<file path="config.mk">
export PLATFORM = sky130hd
export DESIGN_NAME = wdt_top
export DESIGN_NICKNAME = d
export VERILOG_FILES = /design/src/wdt_pkg.sv /design/src/wdt_tick.sv /design/src/wdt_pulse.sv /design/src/wdt_top.sv
export SDC_FILE = /design/constraint.sdc
export NUM_CORES = 1
export LEC_CHECK = 0
export ABC_AREA = 1
export BUFFER_PORTS_ARGS = -buffer_cell sky130_fd_sc_hd__buf_2
export CAP_MARGIN = 10
export CORE_MARGIN = 2
export CORE_UTILIZATION = 50
export CTS_CLUSTER_DIAMETER = 120
export CTS_CLUSTER_SIZE = 10
export DETAILED_ROUTE_END_ITERATION = 8
export GPL_ROUTABILITY_DRIVEN = 1
export GPL_TIMING_DRIVEN = 0
export PLACE_DENSITY = 0.76
export RECOVER_POWER = 50
export SYNTH_ARGS = -nofsm -noshare
export SYNTH_HDL_FRONTEND = slang
export SYNTH_SLANG_ARGS = --single-unit
</file>
<file path="constraint.sdc">
create_clock -name CLK_SYS -period 1.62 [get_ports CLK_SYS]
set_input_delay 0.324 -clock CLK_SYS [delete_from_list [all_inputs] [get_ports CLK_SYS]]
set_output_delay 0.324 -clock CLK_SYS [all_outputs]
set_load 0.01 [all_outputs]
</file>
<file path="src/wdt_pkg.sv">
// Package for the watchdog unit: register addresses, field positions,
// key values and timing counts.
// Assumes a 100 MHz system clock standing in for the oscillator.
package wdt_pkg;
    // =====================================================================
    // Register map
    localparam logic [7:0] ADDR_RESTART_KEY = 8'ha6;
    localparam logic [7:0] ADDR_AUX_CONTROL = 8'h8e;
    localparam logic [7:0] AUX_RESET_VALUE = 8'h00;
    localparam int BIT_RESET_OUT_DISABLE = 3;
    localparam int BIT_IDLE_FREEZE = 4;
    // =====================================================================
    // Key sequence
    localparam logic [7:0] KEY_FIRST = 8'h1e;
    localparam logic [7:0] KEY_SECOND = 8'he1;
    // =====================================================================
    // Timing
    localparam int COUNT_WIDTH = 14;
    localparam logic [13:0] COUNT_OVERFLOW = 14'h3fff;
    localparam int OSC_PER_MACHINE_CYCLE = 12;
    localparam int PULSE_OSC_PERIODS = 98;
    localparam int RESET_PIN_MACHINE_CYCLES = 2;
    localparam int RESET_PIN_OSC = RESET_PIN_MACHINE_CYCLES * OSC_PER_MACHINE_CYCLE;
    // Key sequencer states
    typedef enum logic [0:0] {KEY_IDLE, KEY_ARMED} key_state_t;
endpackage

</file>
<file path="src/wdt_tick.sv">
// Machine-cycle tick generator: one pulse every N oscillator periods.
// Assumes the clock is the running oscillator; oscillator stop freezes it.
`timescale 1ns/10ps
module wdt_tick #(
    parameter int DIVIDE = 12
) (
    input wire logic clk,
    input wire logic srst,
    input wire logic run,
    output logic tick
);
    // =====================================================================
    // Divider
    localparam int W = $clog2(DIVIDE);
    logic [W-1:0] cnt_q;
    logic wrap;
    initial begin
        if (DIVIDE < 2) $error("DIVIDE must be at least 2");
    end
    assign wrap = (cnt_q == W'(DIVIDE - 1));
    assign tick = run && wrap;
    // Count oscillator periods while running
    always_ff @(posedge clk) begin
        if (srst) begin
            cnt_q <= '0;
        end else if (run) begin
            cnt_q <= wrap ? '0 : cnt_q + 1'b1;
        end
    end
endmodule

</file>
<file path="src/wdt_pulse.sv">
// Fixed-length pulse stretcher for the reset-out drive.
// Assumes start is a single-cycle pulse in the oscillator domain.
`timescale 1ns/10ps
module wdt_pulse #(
    parameter int LENGTH = 98
) (
    input wire logic clk,
    input wire logic srst,
    input wire logic start,
    output logic busy
);
    // =====================================================================
    // Length counter
    localparam int W = $clog2(LENGTH + 1);
    logic [W-1:0] left_q;
    initial begin
        if (LENGTH < 1) $error("LENGTH must be at least 1");
    end
    assign busy = (left_q != '0);
    // Load on start, count down to zero
    always_ff @(posedge clk) begin
        if (srst) begin
            left_q <= '0;
        end else if (start) begin
            left_q <= W'(LENGTH);
        end else if (busy) begin
            left_q <= left_q - 1'b1;
        end
    end
endmodule

</file>
<file path="src/wdt_top.sv">
// Watchdog unit with idle and power-down handling and reset-out pin drive.
// Assumes CLK_SYS is the oscillator; an oscillator stop is represented by the OSC_RUN level,
// and its gating in power-down by the internal power-down state.
`timescale 1ns/10ps
// Behaviour
// - After any reset the watchdog stays disabled until the key sequence.
// - Writing 1e then e1 to the restart key register enables it.
// - Enabled counter advances once per machine cycle while oscillator runs.
// - 14-bit counter overflows at 3fff and resets the device; aux control at 8e keeps its value.
// - Once enabled only a reset disables it; no write can.
// - Key sequence while enabled restarts the counter from zero.
// - Restart key register is write-only; reads return zero.
// - Counter is neither readable nor directly writable.
// - Overflow drives the reset pin high for 98 oscillator periods.
// - In power-down the counter holds its value.
// - Power-down ends on hardware reset or enabled level external interrupt.
// - After interrupt wake the counter waits until the interrupt pin goes high.
// - With idle freeze clear the watchdog counts in idle.
// - With idle freeze set the count pauses in idle and resumes after.
// - Idle ends on any enabled interrupt or hardware reset.
// - Aux control at 8e holds reset-out disable bit 3, idle freeze bit 4.
// - Reset-out disable 0 drives pin after overflow; 1 leaves it input only.
// - Reset pin high for two machine cycles resets device and watchdog.
module wdt_top #(
    parameter int PULSE_LEN = wdt_pkg::PULSE_OSC_PERIODS,
    parameter int DIVIDE = wdt_pkg::OSC_PER_MACHINE_CYCLE
) (
    // Clock and reset
    input wire logic CLK_SYS,
    input wire logic SRST,
    // Register port
    input wire logic [7:0] ADDR,
    input wire logic [7:0] WDATA,
    input wire logic WR,
    input wire logic RD,
    output logic [7:0] RDATA,
    // Power modes and interrupts
    input wire logic OSC_RUN,
    input wire logic IDLE_REQ,
    input wire logic PD_REQ,
    input wire logic IRQ_PENDING,
    input wire logic EXT_IRQ_ZERO_N,
    input wire logic EXT_IRQ_ONE_N,
    input wire logic EXT_IRQ_ZERO_EN,
    input wire logic EXT_IRQ_ONE_EN,
    output logic IDLE_ACTIVE,
    output logic PD_ACTIVE,
    // Reset pin (two-way), internal device reset and watchdog enable status
    input wire logic RST_PIN_IN,
    output logic RST_PIN_OUT,
    output logic RST_PIN_OE,
    output logic DEVICE_RESET,
    output logic WDT_ENABLED
);
    initial begin
        if (PULSE_LEN < 1) $error("PULSE_LEN must be at least 1");
        if (DIVIDE < 2) $error("DIVIDE must be at least 2");
        if (DIVIDE > 16) $error("DIVIDE must be at most 16 for the pin hold counter");
    end

    // =====================================================================
    // Decode
    logic wr_key, wr_aux, rd_aux;
    assign wr_key = WR && (ADDR == wdt_pkg::ADDR_RESTART_KEY);
    assign wr_aux = WR && (ADDR == wdt_pkg::ADDR_AUX_CONTROL);
    assign rd_aux = RD && (ADDR == wdt_pkg::ADDR_AUX_CONTROL);

    // =====================================================================
    // State
    logic [7:0] aux_q;
    logic enabled_q;
    logic [13:0] count_q, count_d;
    wdt_pkg::key_state_t key_q, key_d;
    logic idle_q, pd_q, wake_hold_q;
    logic [4:0] pin_cnt_q;
    logic pin_reset_q;
    logic overflow_q;
    logic [7:0] rdata_q;
    logic rst_out_q, rst_oe_q, dev_rst_q;
    logic tick, pulse_busy;
    logic key_done, overflow, all_reset;
    logic idle_freeze, reset_out_disable;
    logic wake_irq, count_run, osc_run;
    logic [4:0] pin_hold_last;
    // Pin hold length follows the machine cycle, not a fixed oscillator count
    assign pin_hold_last = 5'(wdt_pkg::RESET_PIN_MACHINE_CYCLES * DIVIDE - 1);

    assign idle_freeze = aux_q[wdt_pkg::BIT_IDLE_FREEZE];
    assign reset_out_disable = aux_q[wdt_pkg::BIT_RESET_OUT_DISABLE];
    // Internal reset: hardware reset, pin reset or own overflow
    assign all_reset = SRST || pin_reset_q || overflow_q;
    // Oscillator effectively stopped while powered down
    assign osc_run = OSC_RUN && !pd_q;
    // Level-activated enabled external interrupt wakes from power-down
    assign wake_irq = (!EXT_IRQ_ZERO_N && EXT_IRQ_ZERO_EN)
                    || (!EXT_IRQ_ONE_N && EXT_IRQ_ONE_EN);

    // =====================================================================
    // Machine-cycle tick
    wdt_tick #(
        .DIVIDE(DIVIDE)
    ) u_tick (
        .clk(CLK_SYS),
        .srst(SRST),
        .run(osc_run),
        .tick(tick)
    );

    // =====================================================================
    // Key sequencer
    always_comb begin
        key_d = key_q;
        key_done = 1'b0;
        case (key_q)
            wdt_pkg::KEY_IDLE: begin
                if (wr_key && WDATA == wdt_pkg::KEY_FIRST) begin
                    key_d = wdt_pkg::KEY_ARMED;
                end
            end
            wdt_pkg::KEY_ARMED: begin
                if (wr_key) begin
                    key_done = (WDATA == wdt_pkg::KEY_SECOND);
                    key_d = (WDATA == wdt_pkg::KEY_FIRST) ? wdt_pkg::KEY_ARMED
                                                          : wdt_pkg::KEY_IDLE;
                end
            end
            default: key_d = wdt_pkg::KEY_IDLE;
        endcase
    end

    always_ff @(posedge CLK_SYS) begin
        if (all_reset) begin
            key_q <= wdt_pkg::KEY_IDLE;
        end else begin
            key_q <= key_d;
        end
    end

    // =====================================================================
    // Counter gating and next value
    assign count_run = enabled_q && tick && !wake_hold_q
                     && !(idle_q && idle_freeze);
    assign overflow = count_run && (count_q == wdt_pkg::COUNT_OVERFLOW - 14'h0001);
    always_comb begin
        count_d = count_q;
        if (key_done) begin
            count_d = '0;
        end else if (count_run) begin
            count_d = count_q + 14'h0001;
        end
    end

    // Enable latch and counter; no bus path reads or writes the count
    always_ff @(posedge CLK_SYS) begin
        if (all_reset) begin
            enabled_q <= 1'b0;
            count_q <= '0;
        end else begin
            enabled_q <= enabled_q || key_done;
            count_q <= count_d;
        end
    end

    // Overflow reset request, one cycle
    always_ff @(posedge CLK_SYS) begin
        if (SRST || pin_reset_q || overflow_q) begin
            overflow_q <= 1'b0;
        end else begin
            overflow_q <= overflow;
        end
    end

    // =====================================================================
    // Reset-out pulse
    wdt_pulse #(
        .LENGTH(PULSE_LEN)
    ) u_pulse (
        .clk(CLK_SYS),
        .srst(SRST),
        .start(overflow),
        .busy(pulse_busy)
    );

    // =====================================================================
    // Auxiliary control register
    always_ff @(posedge CLK_SYS) begin
        if (SRST || pin_reset_q) begin
            aux_q <= wdt_pkg::AUX_RESET_VALUE;
        end else if (wr_aux) begin
            aux_q <= WDATA;
        end
    end

    // =====================================================================
    // Idle and power-down
    always_ff @(posedge CLK_SYS) begin
        if (all_reset) begin
            idle_q <= 1'b0;
            pd_q <= 1'b0;
            wake_hold_q <= 1'b0;
        end else begin
            if (IRQ_PENDING) begin
                idle_q <= 1'b0;
            end else if (IDLE_REQ) begin
                idle_q <= 1'b1;
            end
            if (pd_q && wake_irq) begin
                pd_q <= 1'b0;
                wake_hold_q <= 1'b1;
            end else if (PD_REQ) begin
                pd_q <= 1'b1;
            end
            if (wake_hold_q && EXT_IRQ_ZERO_N && EXT_IRQ_ONE_N) begin
                wake_hold_q <= 1'b0;
            end
        end
    end

    // =====================================================================
    // Reset pin detector: high for two machine cycles while running
    always_ff @(posedge CLK_SYS) begin
        if (SRST) begin
            pin_cnt_q <= '0;
            pin_reset_q <= 1'b0;
        end else if (!RST_PIN_IN || rst_oe_q) begin
            pin_cnt_q <= '0;
            pin_reset_q <= 1'b0;
        end else if (osc_run) begin
            if (pin_cnt_q == pin_hold_last) begin
                pin_reset_q <= 1'b1;
            end else begin
                pin_cnt_q <= pin_cnt_q + 5'h01;
            end
        end
    end

    // =====================================================================
    // Outputs and read data
    always_ff @(posedge CLK_SYS) begin
        if (SRST) begin
            rdata_q <= 8'h00;
            rst_out_q <= 1'b0;
            rst_oe_q <= 1'b0;
            dev_rst_q <= 1'b0;
        end else begin
            rdata_q <= rd_aux ? aux_q : 8'h00;
            rst_out_q <= pulse_busy && !reset_out_disable;
            rst_oe_q <= pulse_busy && !reset_out_disable;
            dev_rst_q <= overflow_q || pin_reset_q;
        end
    end

    assign RDATA = rdata_q;
    assign RST_PIN_OUT = rst_out_q;
    assign RST_PIN_OE = rst_oe_q;
    assign DEVICE_RESET = dev_rst_q;
    assign WDT_ENABLED = enabled_q;
    assign IDLE_ACTIVE = idle_q;
    assign PD_ACTIVE = pd_q;
endmodule

</file>
==> results of run 1 <==
[where the power goes]
part	total, mW	leakage (nW)	switching (mW)	internal [mW]
clock	1.05	0.0654	0.434	0.618
combinational	0.621	0.825	0.361	0.259
sequential	1.50	0.446	0.0639	1.44
[logic make-up (layout without fill, tap and decap cells)]
group / after synthesis / in the layout / synth area share [%]
buffers and inverters: 47 / 96 / 7.790
adder cells (fa/ha/maj): 6 / 6 / 2.833
flip-flops: 55 / 55 / 41.55
AND/OR/NAND/NOR: 211 / 211 / 38.10
AO/OA/AOI/OAI: 34 / 34 / 7.082
XOR/XNOR: 8 / 8 / 2.644
[worst register-to-register path, delay by kind of cell (launching register included)]
kind	cells	cell delay (ns)
AOI/OAI and AO/OA	1	0.06
adders and majority gates	1	0.21
and+or+nand+nor	6	0.71
DFF	1	0.39
[sequential cells by signal (all words and copies together) (netlist names), named ones only]
| register | cells |
|---|---|
| count_q | 14 |
| WDT_ENABLED | 1 |
| PD_ACTIVE | 1 |
| overflow_q | 1 |
| RST_PIN_OE | 1 |
| u_tick.cnt_q | 4 |
| IDLE_ACTIVE | 1 |
| RDATA | 8 |
| DEVICE_RESET | 1 |
| pin_cnt_q | 5 |
| pin_reset_q | 1 |
| wake_hold_q | 1 |
| u_pulse.left_q | 7 |
| aux_q | 8 |
[placed cells by master (no fill, tap or decap), types with 3 or more instances in the layout]
cell type,instances
xor2_1,7
ha_1,5
nor2_4,3
nor2_1,68
nand4_1,8
nor3_1,4
inv_1,37
o21ai_0,5
nand2_1,82
nand3_2,4
nor2_2,7
buf_2,30
clkbuf_8,5
inv_2,4
nand2_2,3
dfxtp_1,55
a21oi_1,21
clkbuf_1,13
nand3_1,20
buf_6,3
[routing by layer]
| layer | routed length [um] | vias up |
|---|---|---|
| met5 | 0 | - |
| met1 | 2440 | 1073 |
| li1 | - | 1236 |
| met2 | 2533 | 45 |
| met4 | 70 | 0 |
| met3 | 213 | 7 |
[per-stage QoR]
stage | utilization (%) | cell area (um^2) | total power, mW | cells | worst slack [ns]
global placement | 57.62 | 2943 | 2.141 | 472 | 0.1956
global route | 59.68 | 3048 | 3.372 | 480 | 0.01792
CTS | 60.22 | 3075 | 3.218 | 480 | 0.1311
floorplan | - | 2650 | 2.001 | 361 | 0.3266
finish | 59.68 | 3048 | 3.174 | 480 | 0.1581
detailed placement | 57.62 | 2943 | 2.165 | 472 | 0.1550
[path summary, 6_finish.rpt]
path | end | cells past startpoint
setup / recovery | u_pulse.left_q[0]$_SDFFE_PP0P_ | 8
hold reg to reg | RDATA[5]$_SDFF_PP0_ | 2
hold / removal | IDLE_ACTIVE$_SDFFE_PP0P_ | 2
setup reg to reg | u_pulse.left_q[0]$_SDFFE_PP0P_ | 8
[cells in the mapped netlist]
cell type and number:
nand2_1 81, nor2_1 67, dfxtp_1 55, inv_1 37, a21oi_1 21, nand3_1 19
nand4_1 8, nor2_2 8, xor2_1 7, ha_1 6, nand3_2 5, o21ai_0 5
inv_2 4, nand2_2 4, buf_6 3, nor2_4 3, nor3_1 3, a21oi_2 2
a31oi_1 2, nand2_4 2, nor2_8 2, nor3_2 2, or2_1 2, a31o_2 1
and2_1 1, buf_2 1, buf_4 1, inv_4 1, nand3b_1 1, nand4_2 1
nor3b_1 1, o211ai_1 1, o21ai_1 1, o22ai_1 1, or2_2 1, xnor2_1 1
[final cells by class]
type,count,area [um^2]
Multi-Input combinational cell,259,1330
Timing Repair Buffer,41,191.4
Buffer,5,45.04
Sequential cell,55,1101
Clock inverter,2,60.06
Tap cell,70,87.58
Inverter,42,160.2
Fill cell,509,2059
Clock buffer,6,72.57
==> summary.md, run 1 <==
| Metric | Value |
|---|---|
| Status | completed |
| Lkg Pwr | 1.337 nW |
| CP peak stage delay | 0.39 ns |
| Critical Path Sink Type | flop |
| Fmax | 684.0 MHz |
| Grt met1 use | 24.96% |
| Syn Inst Count | 361 |
| Largest net degree at the start of global routing | 17 |
| Reg2reg setup slack | 0.16 ns |
| Total number of vias | 2361 |
| Synth top area cells | dfxtp_1, nand2_1, nor2_1 |
| Postcts setup bufs | 0 |
| Inserted Clock Buffers | 5 |
| CTS tree | done |
| Worst path top cell family by delay | simple AND/OR/NAND/NOR gates |
| Initial DRC count | 171 |
| Syn_area_per_cell | 7.341 um^2 |
| Power Density | 1041 mW/mm^2 |
| VDD IR-drop max | 0.5158 mV |
| Clock root buffer | clkbuf_8 |
| Hold Worst Slack | 0.1620 ns |
| Starting Density | 51.89% |
| Clock tree buffer depth | 2 |
| Final Hold Vio Count | 0 |
| Final setup fails | 0 |
| Final worst path period share | 90.24% |
| Post-DRT Antenna Nets | 0 |
| RePlAce Congestion | 0.8372 |
| H-tree levels | 2 |
| Worst setup SP type | flop |
| Crit path cell chain | ha_2 -> nand2_1 -> nor2_2 -> nand2_4 -> nor2_8 -> nand3_2 -> nand2_1 -> a21oi_1 |
| Final-stage net count | 444 |
| Sequential area share after synthesis | 41.55% |
| Area growth, synth to finish | 15.01% |
| Hold Crit Class | input pin to flop |
| Die footprint | 0.005898 mm^2 |
| Vias in the first global route | 2185 |
| Slowest CP cell | dfxtp_1 |
| Clock Sinks | 55 |
| RSZ-0062 raised after global routing | no |
| Vias/cell | 4.919 |
| Num ports | 43 |
| Yosys cell types | 36 |
| Die Width | 76.80 um |
| R2r startpoint | u_tick.cnt_q[0]$_SDFFE_PP0N_ |
| Cts repair resizes | 0 |
| Remaining Overflow, GRT | 0 |
| Final Max Tran Viols | 0 |
| Synth Warn # | 0 |
| HPWL Detailed | 4075 um |
| Min Tclk post-route | 1.462 ns |
| Critical path type | flop to flop |
| Gr usage total | 19.23% |
| CP arrival | 1.66 ns |
| HP Start | IRQ_PENDING |
| GR met2 Demand/Resource | 32.46% |
| Most frequent CP cell | nand2_1 |
| Core area | 0.005107 mm^2 |
| Clock Latency Late Sink | 0.31 ns |
| GRT busiest layer | met2 |
| Worst endpoint required time | 1.82 ns |
| Skew final | 0.005714 ns |
| Max cap viols | 0 |
| Die Y-Extent | 76.80 um |
| Worst Setup SP | u_tick.cnt_q[0]$_SDFFE_PP0N_ |
| Grt met3 use | 3.176% |
| Synthesized Nets | 396 |
| Total negative slack | 0 ns |
| Yosys top cell by area | dfxtp_1 |
| Initial antenna violation count | 0 |
| Count of buffers from port buffering | 41 |
| Clock Pin Slew Worst Setup and Hold Paths | 0.10 ns |
| Slew HR | 73.55% |
| Residual DRC count | 0 |
| Average wire per standard cell | 10.95 um |
| WL final | 5257 um |
| DRT Pass-1 Iters | 4 |
| Netlist Area Pre-Place | 0.002650 mm^2 |
| Share of the synthesized area in the top cell type | 41.55% |
| Cell row count | 26 |
| Ant diodes | 0 |
| Hold buffer count at CTS | 0 |
| Max Fanout on Critical Path | 5 |
| Buf+Inv Stages, Crit Path | 0 |
| Layout cells sized above 1 | 18.05% |
| First-pass GRT wire length | 9397 um |
| Number of synthesized register bits | 55 |
| Worst slew pin tran | 0.3963 ns |
Note: power is estimated with default switching activity, not from simulation.
==> inputs of run 2 (changes only) <==
- CORE_UTILIZATION: 50 -> 56
- PLACE_DENSITY: 0.76 -> 0.83
==> run 2 against run 1 <==
Global-route usage is 3.0 points higher. First-iteration DRC count is 6.4% higher. Register-to-register slack hardly changed. Power is 2.3% lower. Cell count is 3.3% lower. Utilization is 5.4 points higher. Critical endpoint unchanged.
==> summary.md, run 2 (same netlist as run 1, synthesis figures left out) <==
| Metric | Value |
|---|---|
| Final Hold Vio Count | 0 (unchanged) |
| DRT Pass-1 Iters | 5 (+1) |
| Num ports | 43 (unchanged) |
| Critical path type | flop to flop |
| Comb pwr share | 20.4% (+0.8 points) |
| Commonest non-fill, non-tap cell in the layout | nand2_1 |
| Die footprint | 0.005298 mm^2 (-10%) |
| Clock Pin Slew Worst Setup and Hold Paths | 0.10 ns (about the same) |
| Initial antenna violation count | 0 (unchanged) |
| Layout cells sized above 1 | 18.05% (unchanged) |
| Clk pwr share | 31.1% (-2.0 points) |
| Min Tclk post-route | 1.460 ns (-0.001771 ns) |
| Largest net degree at the start of global routing | 18 (+1) |
| Fmax | 684.9 MHz (+0.12%) |
| Hold buffer count at CTS | 0 (unchanged) |
| Placed cells | 456 (-3.4%) |
| Count of buffers from port buffering | 41 (unchanged) |
| Utilization after layout | 65.08% (+5.4 points) |
| Hold Worst Slack | 0.1643 ns (+0.002286 ns) |
| Clock Sinks | 55 (unchanged) |
| Clock root buffer | clkbuf_8 |
| HPWL Detailed | 3945 um (-3.2%) |
| Skew final | 0.003217 ns (-0.002498 ns) |
| Critical Path Sink Type | flop |
| Switching power | 0.8946 mW (+4.1%) |
| Starting Density | 57.24% (+5.4 points) |
| CP arrival | 1.67 ns (about the same) |
| Area growth, synth to finish | 13.69% |
| H-tree levels | 2 (unchanged) |
| Area after DPL | 0.002923 mm^2 (-0.68%) |
| Worst setup SP type | flop |
| Clock tree buffer depth | 2 (unchanged) |
| Initial DRC count | 182 (+6.4%) |
| Int Pwr | 2.208 mW (-4.6%) |
| WL final | 5269 um (+0.23%) |
| Biggest register | count_q |
| Residual DRC count | 0 (unchanged) |
| Flop pwr share | 48.4% (+1.1 points) |
| Max reg flops | 14 (unchanged) |
| Lkg Pwr | 1.339 nW (+0.15%) |
| Total negative slack | 0 ns (unchanged) |
| Total number of vias | 2364 (+0.13%) |
| Post-DRT Antenna Nets | 0 (unchanged) |
| Most frequent cells in the layout | nand2_1, nor2_1, dfxtp_1, inv_1, buf_2 |
| Final-stage net count | 444 (unchanged) |
| Average wire per standard cell | 11.36 um (+3.7%) |
| Gr usage total | 22.24% (+3.0 points) |
| Switch share | 28.84% (+1.8 points) |
| Worst slack, placed | 0.1725 ns (+0.01751 ns) |
| Vias in the first global route | 2171 (-0.64%) |
| Power Density | 1030 mW/mm^2 (-1.1%) |
| Die Width | 72.79 um (-5.2%) |
| Cts repair resizes | 0 (unchanged) |
| Finished Cell Area | 0.003013 mm^2 (-1.1%) |
| Final worst path period share | 90.13% (-0.11 points) |
| Postcts setup bufs | 0 (unchanged) |
| Worst endpoint required time | 1.83 ns (about the same) |
| Die Y-Extent | 72.79 um (-5.2%) |
| Inserted Clock Buffers | 5 (unchanged) |
| Ant diodes | 0 (unchanged) |
| Status | completed |
| First-pass GRT wire length | 9321 um (-0.81%) |
| Final setup fails | 0 (unchanged) |
| Clock Latency Late Sink | 0.31 ns (about the same) |
| VDD IR-drop max | 0.6687 mV (+30%) |
| Worst slew pin tran | 0.3974 ns (+0.001061 ns) |
| Remaining Overflow, GRT | 0 (unchanged) |
| Final Max Tran Viols | 0 (unchanged) |
| RSZ-0062 raised after global routing | no |
| Vias/cell | 5.095 (+3.6%) |
| Power consumption | 3.102 mW (-2.3%) |
| Non-Filler Instances | 464 (-3.3%) |
| CTS tree | done |
| Max cap viols | 0 (unchanged) |
| Final worst slack | 0.1598 ns (+0.001771 ns) |
| Core area | 0.004629 mm^2 (-9.4%) |
| Slew HR | 73.51% (about the same) |
| Max Fanout on Critical Path | 5 (unchanged) |
| Cell row count | 25 (-3.8%) |
| RePlAce Congestion | 0.9059 (+8.2%) |
| Hold Crit Class | input pin to flop |
## run 2: cell type report
class,count,area (um^2)
fill,419,1617
multi-input combinational,259,1325
clock buffer,6,82.58
inverter,42,160.2
timing repair buffer,41,192.7
buffer,5,45.04
sequential,55,1101
clock inverter,2,38.79
tap,54,67.56
## run 2: path summary, 6_finish.rpt
kind,cells after the start,endpoint,slack [ns],start
worst max-delay path,8,u_pulse.left_q[0]$_SDFFE_PP0P_,0.16,u_tick.cnt_q[0]$_SDFFE_PP0N_
worst min register to register,1,RST_PIN_OE$_SDFF_PP0_,0.43,aux_q[3]$_SDFFE_PP0P_
worst min-delay path,2,IDLE_ACTIVE$_SDFFE_PP0P_,0.16,IRQ_PENDING
worst max register to register,8,u_pulse.left_q[0]$_SDFFE_PP0P_,0.16,u_tick.cnt_q[0]$_SDFFE_PP0N_
## run 2: metal layers
metal  up-vias  part of all wire (%)  global-route usage [%]
li1       1228                     -                       -
met1      1063                    45                   27.85
met2        63                    48                   37.37
met3        10                   4.7                   5.525
met4         0                   1.8                   7.613
met5         -                     0                       0
## run 2: worst max-delay path, stage by stage, from the launching register on
cell and delay [ns]:
dfxtp_1 0.38, ha_1 0.21, nand2_1 0.08, nor2_2 0.12, nand2_4 0.08, nor2_8 0.12, nand3_2 0.12, nand2_1 0.17
a21oi_1 0.06
## run 2: power groups by stage
| stage | Clock (mW) | Sequential, mW | Combinational (mW) |
|---|---|---|---|
| after floorplan | 0 | 1.52 | 0.477 |
| after global placement | 0 | 1.53 | 0.607 |
| after detailed placement | 0 | 1.53 | 0.633 |
| after CTS | 0.983 | 1.50 | 0.636 |
| after global routing | 1.03 | 1.52 | 0.747 |
| final | 0.966 | 1.50 | 0.634 |
